### config.mk
export PLATFORM = sky130hd
export DESIGN_NAME = tmci_timer0
export DESIGN_NICKNAME = d
export VERILOG_FILES = /design/src/tmci_pkg.sv /design/src/tmci_timer0.sv
export VERILOG_INCLUDE_DIRS = /design/src
export SDC_FILE = /design/constraint.sdc
export NUM_CORES = 1
export LEC_CHECK = 0
export ABC_AREA = 1
export BUFFER_PORTS_ARGS = -buffer_cell sky130_fd_sc_hd__buf_4
export CAP_MARGIN = 10
export CORE_ASPECT_RATIO = 1.1
export CORE_UTILIZATION = 45
export DETAILED_ROUTE_END_ITERATION = 6
export GPL_TIMING_DRIVEN = 0
export HOLD_SLACK_MARGIN = 0.08
export MAX_ROUTING_LAYER = met4
export PLACE_DENSITY_LB_ADDON = 0.08
export SETUP_SLACK_MARGIN = 0.05
export SLEW_MARGIN = 10
export SYNTH_ARGS = -nofsm -noshare
export SYNTH_HDL_FRONTEND = slang
export SYNTH_SLANG_ARGS = --single-unit
export TNS_END_PERCENT = 20
### constraint.sdc
create_clock -name aclk -period 2.2 [get_ports aclk]
set_input_delay 0.11 -clock aclk [delete_from_list [all_inputs] [get_ports aclk]]
set_output_delay 0.11 -clock aclk [all_outputs]
set_load 0.05 [all_outputs]
### src/tmci_defines.svh
/*
  Constants of the 8-bit timer/counter block: register indices, field
  positions, reset values, counter limits, prescaler masks, bus answers.
  Assumes inclusion by bare name from the package and the design module.
*/
`ifndef TMCI_DEFINES_SVH
`define TMCI_DEFINES_SVH

// register indices; byte address is four times the index
`define TMCI_IDX_CTRL_A      8'h2A
`define TMCI_IDX_CTRL_B      8'h33
`define TMCI_IDX_FLAGS       8'h38
`define TMCI_IDX_MASK        8'h39
`define TMCI_IDX_COUNTER     8'h20
`define TMCI_IDX_CMP_A       8'h21
`define TMCI_IDX_CMP_B       8'h22

`define TMCI_ADDR_W          10
`define TMCI_RESET_8         8'h00

// control A fields
`define TMCI_CA_ACT_A_HI     7
`define TMCI_CA_ACT_A_LO     6
`define TMCI_CA_ACT_B_HI     5
`define TMCI_CA_ACT_B_LO     4
`define TMCI_CA_WGM_HI       1
`define TMCI_CA_WGM_LO       0
// control B fields
`define TMCI_CB_FORCE_A      7
`define TMCI_CB_FORCE_B      6
`define TMCI_CB_WGM_HIGH     3
`define TMCI_CB_CS_HI        2
`define TMCI_CB_CS_LO        0
// mask and flag bit positions
`define TMCI_BIT_MATCH_A     4
`define TMCI_BIT_MATCH_B     3
`define TMCI_BIT_OVERFLOW    1

// counter limits
`define TMCI_MAX             8'hFF
`define TMCI_BOTTOM          8'h00
`define TMCI_ONE             8'h01

// prescaler, free running
`define TMCI_PRE_W           10
`define TMCI_PRE_DIV8        10'h007
`define TMCI_PRE_DIV64       10'h03F
`define TMCI_PRE_DIV256      10'h0FF
`define TMCI_PRE_DIV1024     10'h3FF

// bus answers
`define TMCI_RESP_OKAY       2'h0
`define TMCI_RESP_SLVERR     2'h2

`endif

### src/tmci_pkg.sv
/*
  Types of the 8-bit timer/counter block: waveform modes, clock selects,
  register select, and the packed state of the design module.
  Assumes tmci_defines.svh is on the include path.
*/
`include "tmci_defines.svh"

package tmci_pkg;

  typedef enum logic [2:0] {
    TMCI_WGM_NORMAL  = 3'h0,
    TMCI_WGM_PC_FF   = 3'h1,
    TMCI_WGM_CTC     = 3'h2,
    TMCI_WGM_FAST_FF = 3'h3,
    TMCI_WGM_RSV4    = 3'h4,
    TMCI_WGM_PC_OCR  = 3'h5,
    TMCI_WGM_RSV6    = 3'h6,
    TMCI_WGM_FAST_OCR= 3'h7
  } tmci_wgm_e;

  typedef enum logic [2:0] {
    TMCI_CS_STOP     = 3'h0,
    TMCI_CS_DIV1     = 3'h1,
    TMCI_CS_DIV8     = 3'h2,
    TMCI_CS_DIV64    = 3'h3,
    TMCI_CS_DIV256   = 3'h4,
    TMCI_CS_DIV1024  = 3'h5,
    TMCI_CS_EXT_FALL = 3'h6,
    TMCI_CS_EXT_RISE = 3'h7
  } tmci_cs_e;

  typedef enum logic [2:0] {
    TMCI_REG_NONE    = 3'h0,
    TMCI_REG_CTRL_A  = 3'h1,
    TMCI_REG_CTRL_B  = 3'h2,
    TMCI_REG_FLAGS   = 3'h3,
    TMCI_REG_MASK    = 3'h4,
    TMCI_REG_COUNTER = 3'h5,
    TMCI_REG_CMP_A   = 3'h6,
    TMCI_REG_CMP_B   = 3'h7
  } tmci_reg_e;

  typedef struct packed {
    logic [7:0]              ctrl_a;
    logic                    wgm_high;
    logic [2:0]              cs;
    logic [2:0]              mask;       // {a, b, overflow}
    logic [2:0]              flags;      // {a, b, overflow}
    logic [7:0]              cnt;
    logic [7:0]              cmp_a_buf;
    logic [7:0]              cmp_b_buf;
    logic [7:0]              cmp_a;
    logic [7:0]              cmp_b;
    logic                    down;
    logic                    block;
    logic [`TMCI_PRE_W-1:0]  pre;
    logic                    ext_s1;
    logic                    ext_s2;
    logic                    ext_s3;
    logic                    out_a;
    logic                    out_b;
    logic                    con_a;
    logic                    con_b;
    logic [2:0]              irq;        // {a, b, overflow}
    logic                    aw_held;
    logic                    w_held;
    logic [`TMCI_ADDR_W-1:0] waddr;
    logic [7:0]              wdata;
    logic                    wlane0;
    logic                    awready;
    logic                    wready;
    logic                    bvalid;
    logic [1:0]              bresp;
    logic                    arready;
    logic                    rvalid;
    logic [1:0]              rresp;
    logic [31:0]             rdata;
  } tmci_state_s;

endpackage : tmci_pkg

### src/tmci_timer0.sv
/*
  8-bit timer/counter with normal, clear-on-match, fast and phase-correct
  PWM modes, two compare channels, prescaled or external-pin clocking,
  and match/overflow flags with masked interrupt requests.
  Assumes an AXI4-Lite master on aclk, an asynchronous count pin, and a
  core that pulses the vector acknowledge inputs on the same clock.
*/
`timescale 1ns/1ps
`include "tmci_defines.svh"

module tmci_timer0 (
  input  wire logic                    aclk,
  input  wire logic                    aresetn,
  input  wire logic [`TMCI_ADDR_W-1:0] s_axi_awaddr,
  input  wire logic                    s_axi_awvalid,
  output logic                         s_axi_awready,
  input  wire logic [31:0]             s_axi_wdata,
  input  wire logic [3:0]              s_axi_wstrb,
  input  wire logic                    s_axi_wvalid,
  output logic                         s_axi_wready,
  output logic [1:0]                   s_axi_bresp,
  output logic                         s_axi_bvalid,
  input  wire logic                    s_axi_bready,
  input  wire logic [`TMCI_ADDR_W-1:0] s_axi_araddr,
  input  wire logic                    s_axi_arvalid,
  output logic                         s_axi_arready,
  output logic [31:0]                  s_axi_rdata,
  output logic [1:0]                   s_axi_rresp,
  output logic                         s_axi_rvalid,
  input  wire logic                    s_axi_rready,
  input  wire logic                    ext_count_pin,
  input  wire logic                    global_irq_en,
  input  wire logic                    ack_match_a,
  input  wire logic                    ack_match_b,
  input  wire logic                    ack_overflow,
  output logic                         wave_out_a,
  output logic                         wave_out_b,
  output logic                         wave_out_a_connected,
  output logic                         wave_out_b_connected,
  output logic                         irq_match_a,
  output logic                         irq_match_b,
  output logic                         irq_overflow
);

  tmci_pkg::tmci_state_s st_r;
  tmci_pkg::tmci_state_s st_nxt;

  // address to register; misaligned or unmapped gives none
  function automatic tmci_pkg::tmci_reg_e reg_sel(input logic [`TMCI_ADDR_W-1:0] a);
    logic [7:0] idx;
    idx = a[`TMCI_ADDR_W-1:2];
    if (a[1:0] != 2'h0) begin
      reg_sel = tmci_pkg::TMCI_REG_NONE;
    end else if (idx == `TMCI_IDX_CTRL_A) begin
      reg_sel = tmci_pkg::TMCI_REG_CTRL_A;
    end else if (idx == `TMCI_IDX_CTRL_B) begin
      reg_sel = tmci_pkg::TMCI_REG_CTRL_B;
    end else if (idx == `TMCI_IDX_FLAGS) begin
      reg_sel = tmci_pkg::TMCI_REG_FLAGS;
    end else if (idx == `TMCI_IDX_MASK) begin
      reg_sel = tmci_pkg::TMCI_REG_MASK;
    end else if (idx == `TMCI_IDX_COUNTER) begin
      reg_sel = tmci_pkg::TMCI_REG_COUNTER;
    end else if (idx == `TMCI_IDX_CMP_A) begin
      reg_sel = tmci_pkg::TMCI_REG_CMP_A;
    end else if (idx == `TMCI_IDX_CMP_B) begin
      reg_sel = tmci_pkg::TMCI_REG_CMP_B;
    end else begin
      reg_sel = tmci_pkg::TMCI_REG_NONE;
    end
  endfunction : reg_sel

  // three irq bits placed at their register positions
  function automatic logic [7:0] irq_bits(input logic [2:0] v);
    irq_bits = `TMCI_RESET_8;
    irq_bits[`TMCI_BIT_MATCH_A]  = v[2];
    irq_bits[`TMCI_BIT_MATCH_B]  = v[1];
    irq_bits[`TMCI_BIT_OVERFLOW] = v[0];
  endfunction : irq_bits

  // next waveform output for one channel
  function automatic logic wave_next(
    input logic [1:0] act,
    input logic       cur,
    input logic       pc,
    input logic       fast,
    input logic       may_toggle,
    input logic       down,
    input logic       match,
    input logic       bottom
  );
    wave_next = cur;
    if (!pc && !fast) begin
      if (match) begin
        case (act)
          2'h1: wave_next = ~cur;
          2'h2: wave_next = 1'b0;
          2'h3: wave_next = 1'b1;
          default: wave_next = cur;
        endcase
      end
    end else if (fast) begin
      if (match) begin
        case (act)
          2'h1: wave_next = may_toggle ? ~cur : cur;
          2'h2: wave_next = 1'b0;
          2'h3: wave_next = 1'b1;
          default: wave_next = cur;
        endcase
      end
      // bottom comes last so a match at top is overridden
      if (bottom && act[1]) begin
        wave_next = ~act[0];
      end
    end else if (match) begin
      case (act)
        2'h1: wave_next = may_toggle ? ~cur : cur;
        2'h2: wave_next = down;
        2'h3: wave_next = ~down;
        default: wave_next = cur;
      endcase
    end
  endfunction : wave_next

  logic [2:0]           wgm;
  logic                 is_pc;
  logic                 is_fast;
  logic                 non_pwm;
  logic                 top_is_cmp;
  logic [7:0]           top;
  logic                 tick;
  logic                 at_top;
  logic                 match_a;
  logic                 match_b;
  logic                 ovf;
  logic                 wrap;
  logic                 wr_go;
  logic [7:0]           wd;
  logic [2:0]           clr;
  logic [2:0]           set;
  tmci_pkg::tmci_reg_e  wsel;
  tmci_pkg::tmci_reg_e  rsel;
  logic [7:0]           rval;

  always_comb begin
    st_nxt = st_r;

    // mode decode
    wgm        = {st_r.wgm_high, st_r.ctrl_a[`TMCI_CA_WGM_HI:`TMCI_CA_WGM_LO]};
    is_pc      = (wgm == tmci_pkg::TMCI_WGM_PC_FF) || (wgm == tmci_pkg::TMCI_WGM_PC_OCR);
    is_fast    = (wgm == tmci_pkg::TMCI_WGM_FAST_FF) || (wgm == tmci_pkg::TMCI_WGM_FAST_OCR);
    non_pwm    = !is_pc && !is_fast;
    top_is_cmp = (wgm == tmci_pkg::TMCI_WGM_CTC) || (wgm == tmci_pkg::TMCI_WGM_PC_OCR)
                 || (wgm == tmci_pkg::TMCI_WGM_FAST_OCR);
    top        = top_is_cmp ? st_r.cmp_a : `TMCI_MAX;

    // count pin synchroniser and prescaler
    st_nxt.ext_s1 = ext_count_pin;
    st_nxt.ext_s2 = st_r.ext_s1;
    st_nxt.ext_s3 = st_r.ext_s2;
    st_nxt.pre    = st_r.pre + `TMCI_PRE_W'(1);
    case (tmci_pkg::tmci_cs_e'(st_r.cs))
      tmci_pkg::TMCI_CS_DIV1:     tick = 1'b1;
      tmci_pkg::TMCI_CS_DIV8:     tick = (st_r.pre & `TMCI_PRE_DIV8) == `TMCI_PRE_DIV8;
      tmci_pkg::TMCI_CS_DIV64:    tick = (st_r.pre & `TMCI_PRE_DIV64) == `TMCI_PRE_DIV64;
      tmci_pkg::TMCI_CS_DIV256:   tick = (st_r.pre & `TMCI_PRE_DIV256) == `TMCI_PRE_DIV256;
      tmci_pkg::TMCI_CS_DIV1024:  tick = (st_r.pre & `TMCI_PRE_DIV1024) == `TMCI_PRE_DIV1024;
      tmci_pkg::TMCI_CS_EXT_FALL: tick = st_r.ext_s3 && !st_r.ext_s2;
      tmci_pkg::TMCI_CS_EXT_RISE: tick = !st_r.ext_s3 && st_r.ext_s2;
      default:                    tick = 1'b0;
    endcase

    // counting, compare and overflow on a timer tick
    at_top  = st_r.cnt == top;
    match_a = tick && !st_r.block && (st_r.cnt == st_r.cmp_a);
    match_b = tick && !st_r.block && (st_r.cnt == st_r.cmp_b);
    wrap    = tick && is_fast && at_top;
    if (is_pc) begin
      ovf = tick && (st_r.cnt == `TMCI_BOTTOM);
    end else if (wgm == tmci_pkg::TMCI_WGM_FAST_OCR) begin
      ovf = tick && at_top;
    end else begin
      ovf = tick && (st_r.cnt == `TMCI_MAX);
    end

    if (tick) begin
      st_nxt.block = 1'b0;
      if (is_pc) begin
        if (!st_r.down && at_top) begin
          st_nxt.down = 1'b1;
          st_nxt.cnt  = (top == `TMCI_BOTTOM) ? st_r.cnt : st_r.cnt - `TMCI_ONE;
        end else if (st_r.down && st_r.cnt == `TMCI_BOTTOM) begin
          st_nxt.down = 1'b0;
          st_nxt.cnt  = st_r.cnt + `TMCI_ONE;
        end else begin
          st_nxt.cnt  = st_r.down ? st_r.cnt - `TMCI_ONE : st_r.cnt + `TMCI_ONE;
        end
      end else begin
        st_nxt.down = 1'b0;
        st_nxt.cnt  = at_top ? `TMCI_BOTTOM : st_r.cnt + `TMCI_ONE;
      end
    end

    // compare buffer transfer
    if (non_pwm || (tick && at_top && (is_pc || is_fast))) begin
      st_nxt.cmp_a = st_r.cmp_a_buf;
      st_nxt.cmp_b = st_r.cmp_b_buf;
    end

    // waveform outputs
    st_nxt.out_a = wave_next(st_r.ctrl_a[`TMCI_CA_ACT_A_HI:`TMCI_CA_ACT_A_LO], st_r.out_a, is_pc,
                             is_fast, st_r.wgm_high, st_r.down, match_a, wrap);
    st_nxt.out_b = wave_next(st_r.ctrl_a[`TMCI_CA_ACT_B_HI:`TMCI_CA_ACT_B_LO], st_r.out_b, is_pc,
                             is_fast, 1'b0, st_r.down, match_b, wrap);
    st_nxt.con_a = st_r.ctrl_a[`TMCI_CA_ACT_A_HI:`TMCI_CA_ACT_A_LO] != 2'h0;
    st_nxt.con_b = st_r.ctrl_a[`TMCI_CA_ACT_B_HI:`TMCI_CA_ACT_B_LO] != 2'h0;

    set = {match_a, match_b, ovf};
    clr = {ack_match_a, ack_match_b, ack_overflow};

    // write channel: address and data taken in either order
    if (s_axi_awvalid && st_r.awready) begin
      st_nxt.aw_held = 1'b1;
      st_nxt.waddr   = s_axi_awaddr;
    end
    if (s_axi_wvalid && st_r.wready) begin
      st_nxt.w_held = 1'b1;
      st_nxt.wdata  = s_axi_wdata[7:0];
      st_nxt.wlane0 = s_axi_wstrb[0];
    end
    wr_go = st_r.aw_held && st_r.w_held && !st_r.bvalid;
    wsel  = reg_sel(st_r.waddr);
    wd    = st_r.wdata;
    if (s_axi_bvalid && s_axi_bready) begin
      st_nxt.bvalid = 1'b0;
    end
    if (wr_go) begin
      st_nxt.aw_held = 1'b0;
      st_nxt.w_held  = 1'b0;
      st_nxt.bvalid  = 1'b1;
      st_nxt.bresp   = (wsel == tmci_pkg::TMCI_REG_NONE) ? `TMCI_RESP_SLVERR : `TMCI_RESP_OKAY;
      if (st_r.wlane0) begin
        if (wsel == tmci_pkg::TMCI_REG_CTRL_A) begin
          st_nxt.ctrl_a = {wd[`TMCI_CA_ACT_A_HI:`TMCI_CA_ACT_B_LO], 4'h0} |
                          {6'h00, wd[`TMCI_CA_WGM_HI:`TMCI_CA_WGM_LO]};
        end else if (wsel == tmci_pkg::TMCI_REG_CTRL_B) begin
          st_nxt.wgm_high = wd[`TMCI_CB_WGM_HIGH];
          st_nxt.cs       = wd[`TMCI_CB_CS_HI:`TMCI_CB_CS_LO];
          // strobes act on the mode and action in force now
          if (non_pwm && wd[`TMCI_CB_FORCE_A]) begin
            st_nxt.out_a = wave_next(st_r.ctrl_a[`TMCI_CA_ACT_A_HI:`TMCI_CA_ACT_A_LO], st_r.out_a,
                                     1'b0, 1'b0, 1'b0, 1'b0, 1'b1, 1'b0);
          end
          if (non_pwm && wd[`TMCI_CB_FORCE_B]) begin
            st_nxt.out_b = wave_next(st_r.ctrl_a[`TMCI_CA_ACT_B_HI:`TMCI_CA_ACT_B_LO], st_r.out_b,
                                     1'b0, 1'b0, 1'b0, 1'b0, 1'b1, 1'b0);
          end
        end else if (wsel == tmci_pkg::TMCI_REG_FLAGS) begin
          clr = clr | {wd[`TMCI_BIT_MATCH_A], wd[`TMCI_BIT_MATCH_B], wd[`TMCI_BIT_OVERFLOW]};
        end else if (wsel == tmci_pkg::TMCI_REG_MASK) begin
          st_nxt.mask = {wd[`TMCI_BIT_MATCH_A], wd[`TMCI_BIT_MATCH_B], wd[`TMCI_BIT_OVERFLOW]};
        end else if (wsel == tmci_pkg::TMCI_REG_COUNTER) begin
          st_nxt.cnt   = wd;
          st_nxt.block = 1'b1;
        end else if (wsel == tmci_pkg::TMCI_REG_CMP_A) begin
          st_nxt.cmp_a_buf = wd;
        end else if (wsel == tmci_pkg::TMCI_REG_CMP_B) begin
          st_nxt.cmp_b_buf = wd;
        end
      end
    end
    st_nxt.flags   = (st_r.flags & ~clr) | set;
    st_nxt.awready = !st_nxt.aw_held && !st_nxt.bvalid;
    st_nxt.wready  = !st_nxt.w_held && !st_nxt.bvalid;

    // read channel
    rsel = reg_sel(s_axi_araddr);
    if (rsel == tmci_pkg::TMCI_REG_CTRL_A) begin
      rval = st_r.ctrl_a;
    end else if (rsel == tmci_pkg::TMCI_REG_CTRL_B) begin
      rval = {4'h0, st_r.wgm_high, st_r.cs};
    end else if (rsel == tmci_pkg::TMCI_REG_FLAGS) begin
      rval = irq_bits(st_r.flags);
    end else if (rsel == tmci_pkg::TMCI_REG_MASK) begin
      rval = irq_bits(st_r.mask);
    end else if (rsel == tmci_pkg::TMCI_REG_COUNTER) begin
      rval = st_r.cnt;
    end else if (rsel == tmci_pkg::TMCI_REG_CMP_A) begin
      rval = st_r.cmp_a_buf;
    end else if (rsel == tmci_pkg::TMCI_REG_CMP_B) begin
      rval = st_r.cmp_b_buf;
    end else begin
      rval = `TMCI_RESET_8;
    end
    if (s_axi_rvalid && s_axi_rready) begin
      st_nxt.rvalid = 1'b0;
    end
    if (s_axi_arvalid && st_r.arready) begin
      st_nxt.rvalid = 1'b1;
      st_nxt.rdata  = {24'h000000, rval};
      st_nxt.rresp  = (rsel == tmci_pkg::TMCI_REG_NONE) ? `TMCI_RESP_SLVERR : `TMCI_RESP_OKAY;
    end
    st_nxt.arready = !st_nxt.rvalid;

    st_nxt.irq = st_r.flags & st_r.mask & {3{global_irq_en}};
  end

  always_ff @(posedge aclk) begin
    if (!aresetn) begin
      st_r <= '0;
    end else begin
      st_r <= st_nxt;
    end
  end

  assign s_axi_awready        = st_r.awready;
  assign s_axi_wready         = st_r.wready;
  assign s_axi_bresp          = st_r.bresp;
  assign s_axi_bvalid         = st_r.bvalid;
  assign s_axi_arready        = st_r.arready;
  assign s_axi_rdata          = st_r.rdata;
  assign s_axi_rresp          = st_r.rresp;
  assign s_axi_rvalid         = st_r.rvalid;
  assign wave_out_a           = st_r.out_a;
  assign wave_out_b           = st_r.out_b;
  assign wave_out_a_connected = st_r.con_a;
  assign wave_out_b_connected = st_r.con_b;
  assign irq_match_a          = st_r.irq[2];
  assign irq_match_b          = st_r.irq[1];
  assign irq_overflow         = st_r.irq[0];

endmodule : tmci_timer0

==> reports/results.tsv <==
stage	metric	value	unit
finish	seqCellArea	0.00230	mm2
floorplan	start_util	0.460	
cts	root_buffer	clkbuf_16	
global_routing	grt_pass1_vias	6121	
yosys	netlist_instances	947	
power	powerDensity	658	mW/mm2
hold_path	min_path_type	in2reg	
global_routing	grt_pass1_wl	31.3	mm
cts	clkTransAtPathRegs	0.05	ns
timing	hold_viol_final	0	
finish	final_area	0.00898	mm2
cts	cts-buffers-inserted	17	
critical_path	end_kind	flop	
timing	setup_ws	0.0831	ns
floorplan	rows	45	
cts	clk_latency	0.42	ns
cts	clock_sinks	114	
timing	setup_tns	0	ns
timing	worst_pin_slew	0.707	ns
finish	synthToLayoutAreaGrowth	41.4	%
critical_path	crit_type	reg2reg	
timing	rsz0062_at_grt	yes	
outcome	status	completed	
route	ant_nets	0	
floorplan	placeableCoreArea	0.0138	mm2
finish	drive_gt1_frac	0.270	
place	place.gp.congestion	0.934	
critical_path	worstPathRequired	2.54	ns
yosys	synth_edf_count	0	
place	post_dp_cell_area	0.00714	mm2
place	port_buffers	61	
yosys	yosysSeqAreaShare	0.359	
yosys	synth_top_area_frac	0.359	
critical_path	arrival	2.45	ns
timing	finalMaxSlewViolations	0	
route	drt-pass1-iter-count	5	
route	vias	6911	
place	dp_hpwl	14.5	mm
route	routed_wl	20.6	mm
yosys	ys_ff_latch	114	
cts	cts_max_level	4	
timing	period_needed	2.12	ns
global_routing	track_usage	0.293	
yosys	synthDistinctLibCells	44	
finish	antenna_cells	0	
global_routing	antenna_found_initial	0	
cts	clk_path_buf_depth	2	
floorplan	ios	116	
global_routing	grt_max_degree	17	
critical_path	crit_path_start_kind	flop	
power	power.static_leakage	0.00399	uW
yosys	synth_warnings	0	
place	dpl_worst_slack	-0.389	ns
flow_run	maxCapViolCount	0	
timing	skew	0.0119	ns
yosys	netlist_area	0.00635	mm2
finish	fin_cells	1327	
floorplan	die_area	0.0146	mm2
timing	fmax	472	MHz
route	drt_iter0_markers	731	
yosys	async_flop_share	0	
power	peakVddDrop	513	uV
yosys	synthTopCellsByArea	dfxtp_1 (36%), nand2_1 (11%), nor2_1 (7.3%), a21oi_1 (7.0%), o21ai_0 (6.3%)	
route	wl_per_cell	15.5	um
cts	cts_tree	done	
timing	finalSetupViolCount	0	
finish	fill_cells	1222	
global_routing	grt-ovfl-total	0	
yosys	ys.flop_type	dfxtp_1	
route	via_per_inst	5.21	
critical_path	critical_path.max_fanout	10	
finish	nets	1201	
yosys	synth_area_leader_cell	dfxtp_1	
floorplan	die_x	115	um
place	dp_cells	1221	
yosys	syn_area_per_cell	6.71	um2
finish	multi_input_area	0.00376	mm2
route	route.detailed.drc	0	
timing	post-route-period-util	0.962	
timing	max_slew_margin	0.529	
floorplan	die_h	127	um
==> synthesized netlist by cell type (4+ instances only) <==
master and n:
nand2_1 191, a211oi_1 6, nand2_2 7, dfxtp_1 114, o211ai_1 8, nand4_1 22, nor3_1 17, o21ai_0 80
a21oi_1 89, a31oi_1 4, buf_4 38, buf_6 4, xor2_1 15, nor2_2 6, clkbuf_1 16, inv_2 4
nor3_2 4, o21ai_1 10, inv_1 91, nor2_1 124, buf_2 7, ha_1 4, nand3_1 53
==> placed cells by master, fill, tap and decap left out, types with 8 or more instances in the layout <==
master,instances
nor2_2,12
a21oi_1,85
xor2_1,15
buf_4,146
buf_6,12
clkbuf_16,18
clkbuf_1,14
inv_2,8
o211ai_1,8
o21ai_1,12
inv_1,82
conb_1,26
dfxtp_1,106
nor2_1,109
nand2_1,168
nand3_1,44
nor2_4,11
o21ai_0,72
nand4_1,22
dlygate4sd3_1,25
nand2_2,24
nor3_1,14
==> stage by stage <==
stage               power, uW  hold WS (ns)   util
global placement         2680         0.291  0.517
detailed placement       2680         0.296  0.517
finish                   5910         0.140  0.651
CTS                      5910         0.136  0.601
floorplan                2530         0.208      -
global route             6090         0.180  0.651
==> state kept, by name, indices dropped and copies added (netlist names) <==
name / flops
irq_match_a: 1
irq_match_b: 1
irq_overflow: 1
s_axi_arready: 1
s_axi_awready: 1
s_axi_bresp: 1
s_axi_bvalid: 1
s_axi_rdata: 8
s_axi_rresp: 1
s_axi_rvalid: 1
s_axi_wready: 1
st_nxt: 2
st_r: 82
wave_out_a: 1
wave_out_a_connected: 1
wave_out_b: 1
wave_out_b_connected: 1
wd: 8
==> worst max-delay path, stage by stage, from the launching register on <==
cell and delay, ns:
dfxtp_2 0.31, or2_4 0.27, nor3_4 0.14, nand2_2 0.10, o211ai_1 0.16, nand2_1 0.12, inv_2 0.15, nand2_4 0.08
nor3_4 0.30, buf_6 0.20, nor2_1 0.06, a211oi_2 0.13
==> report_power, final <==
group          switching, uW  internal, uW
Clock                    944          2280
Combinational            350           192
Sequential              34.2          2110
Total                   1330          4580
==> worst paths after layout <==
kind	start	endpoint	slack, ns	cells after the start
max	st_r[59]	st_r[106]	0.08	11
min	s_axi_awvalid	st_r[52]	0.14	4
max reg2reg	st_r[59]	st_r[106]	0.08	11
min reg2reg	st_nxt[70]	st_nxt[69]	0.41	2
==> timing repair <==
item                                    in CTS  in global routing
hold buffers                                25                  0
setup buffers                               13                 36
endpoints found under the setup margin      33                 55
gates cloned                                 0                  3
gates resized for setup                     35                116
hold endpoints to repair                    30                  0
pin swaps                                    3                 36
==> layout make-up <==
type / instances / share of cell area
plain buffers: 66 / 0.0539
clock buffers: 19 / 0.0504
clock inverters: 10 / 0.0258
inverters: 98 / 0.0439
multi-input cells: 695 / 0.418
flip-flops and latches: 114 / 0.256
well taps: 188 / 0.0262
repair buffers: 137 / 0.126
==> kinds of logic (layout without fill, tap and decap cells) <==
kind of cell	Yosys count	in the layout	synth area share
compound gates	207	207	0.176
xor+xnor	18	18	0.0248
fa+ha+maj	4	4	0.00788
buf+inv	164	330	0.126
flops	114	114	0.359
other cells	1	26	0.000590
simple gates	439	440	0.306
==> per-layer routing <==
| layer | track usage | part of all wire | up-vias |
|---|---|---|---|
| li1 | - | - | 3431 |
| met1 | 0.349 | 0.42 | 3160 |
| met2 | 0.489 | 0.51 | 272 |
| met3 | 0.0468 | 0.053 | 48 |
| met4 | 0.122 | 0.025 | 0 |
| met5 | - | 0 | - |
(Power assumes the default switching activity.)
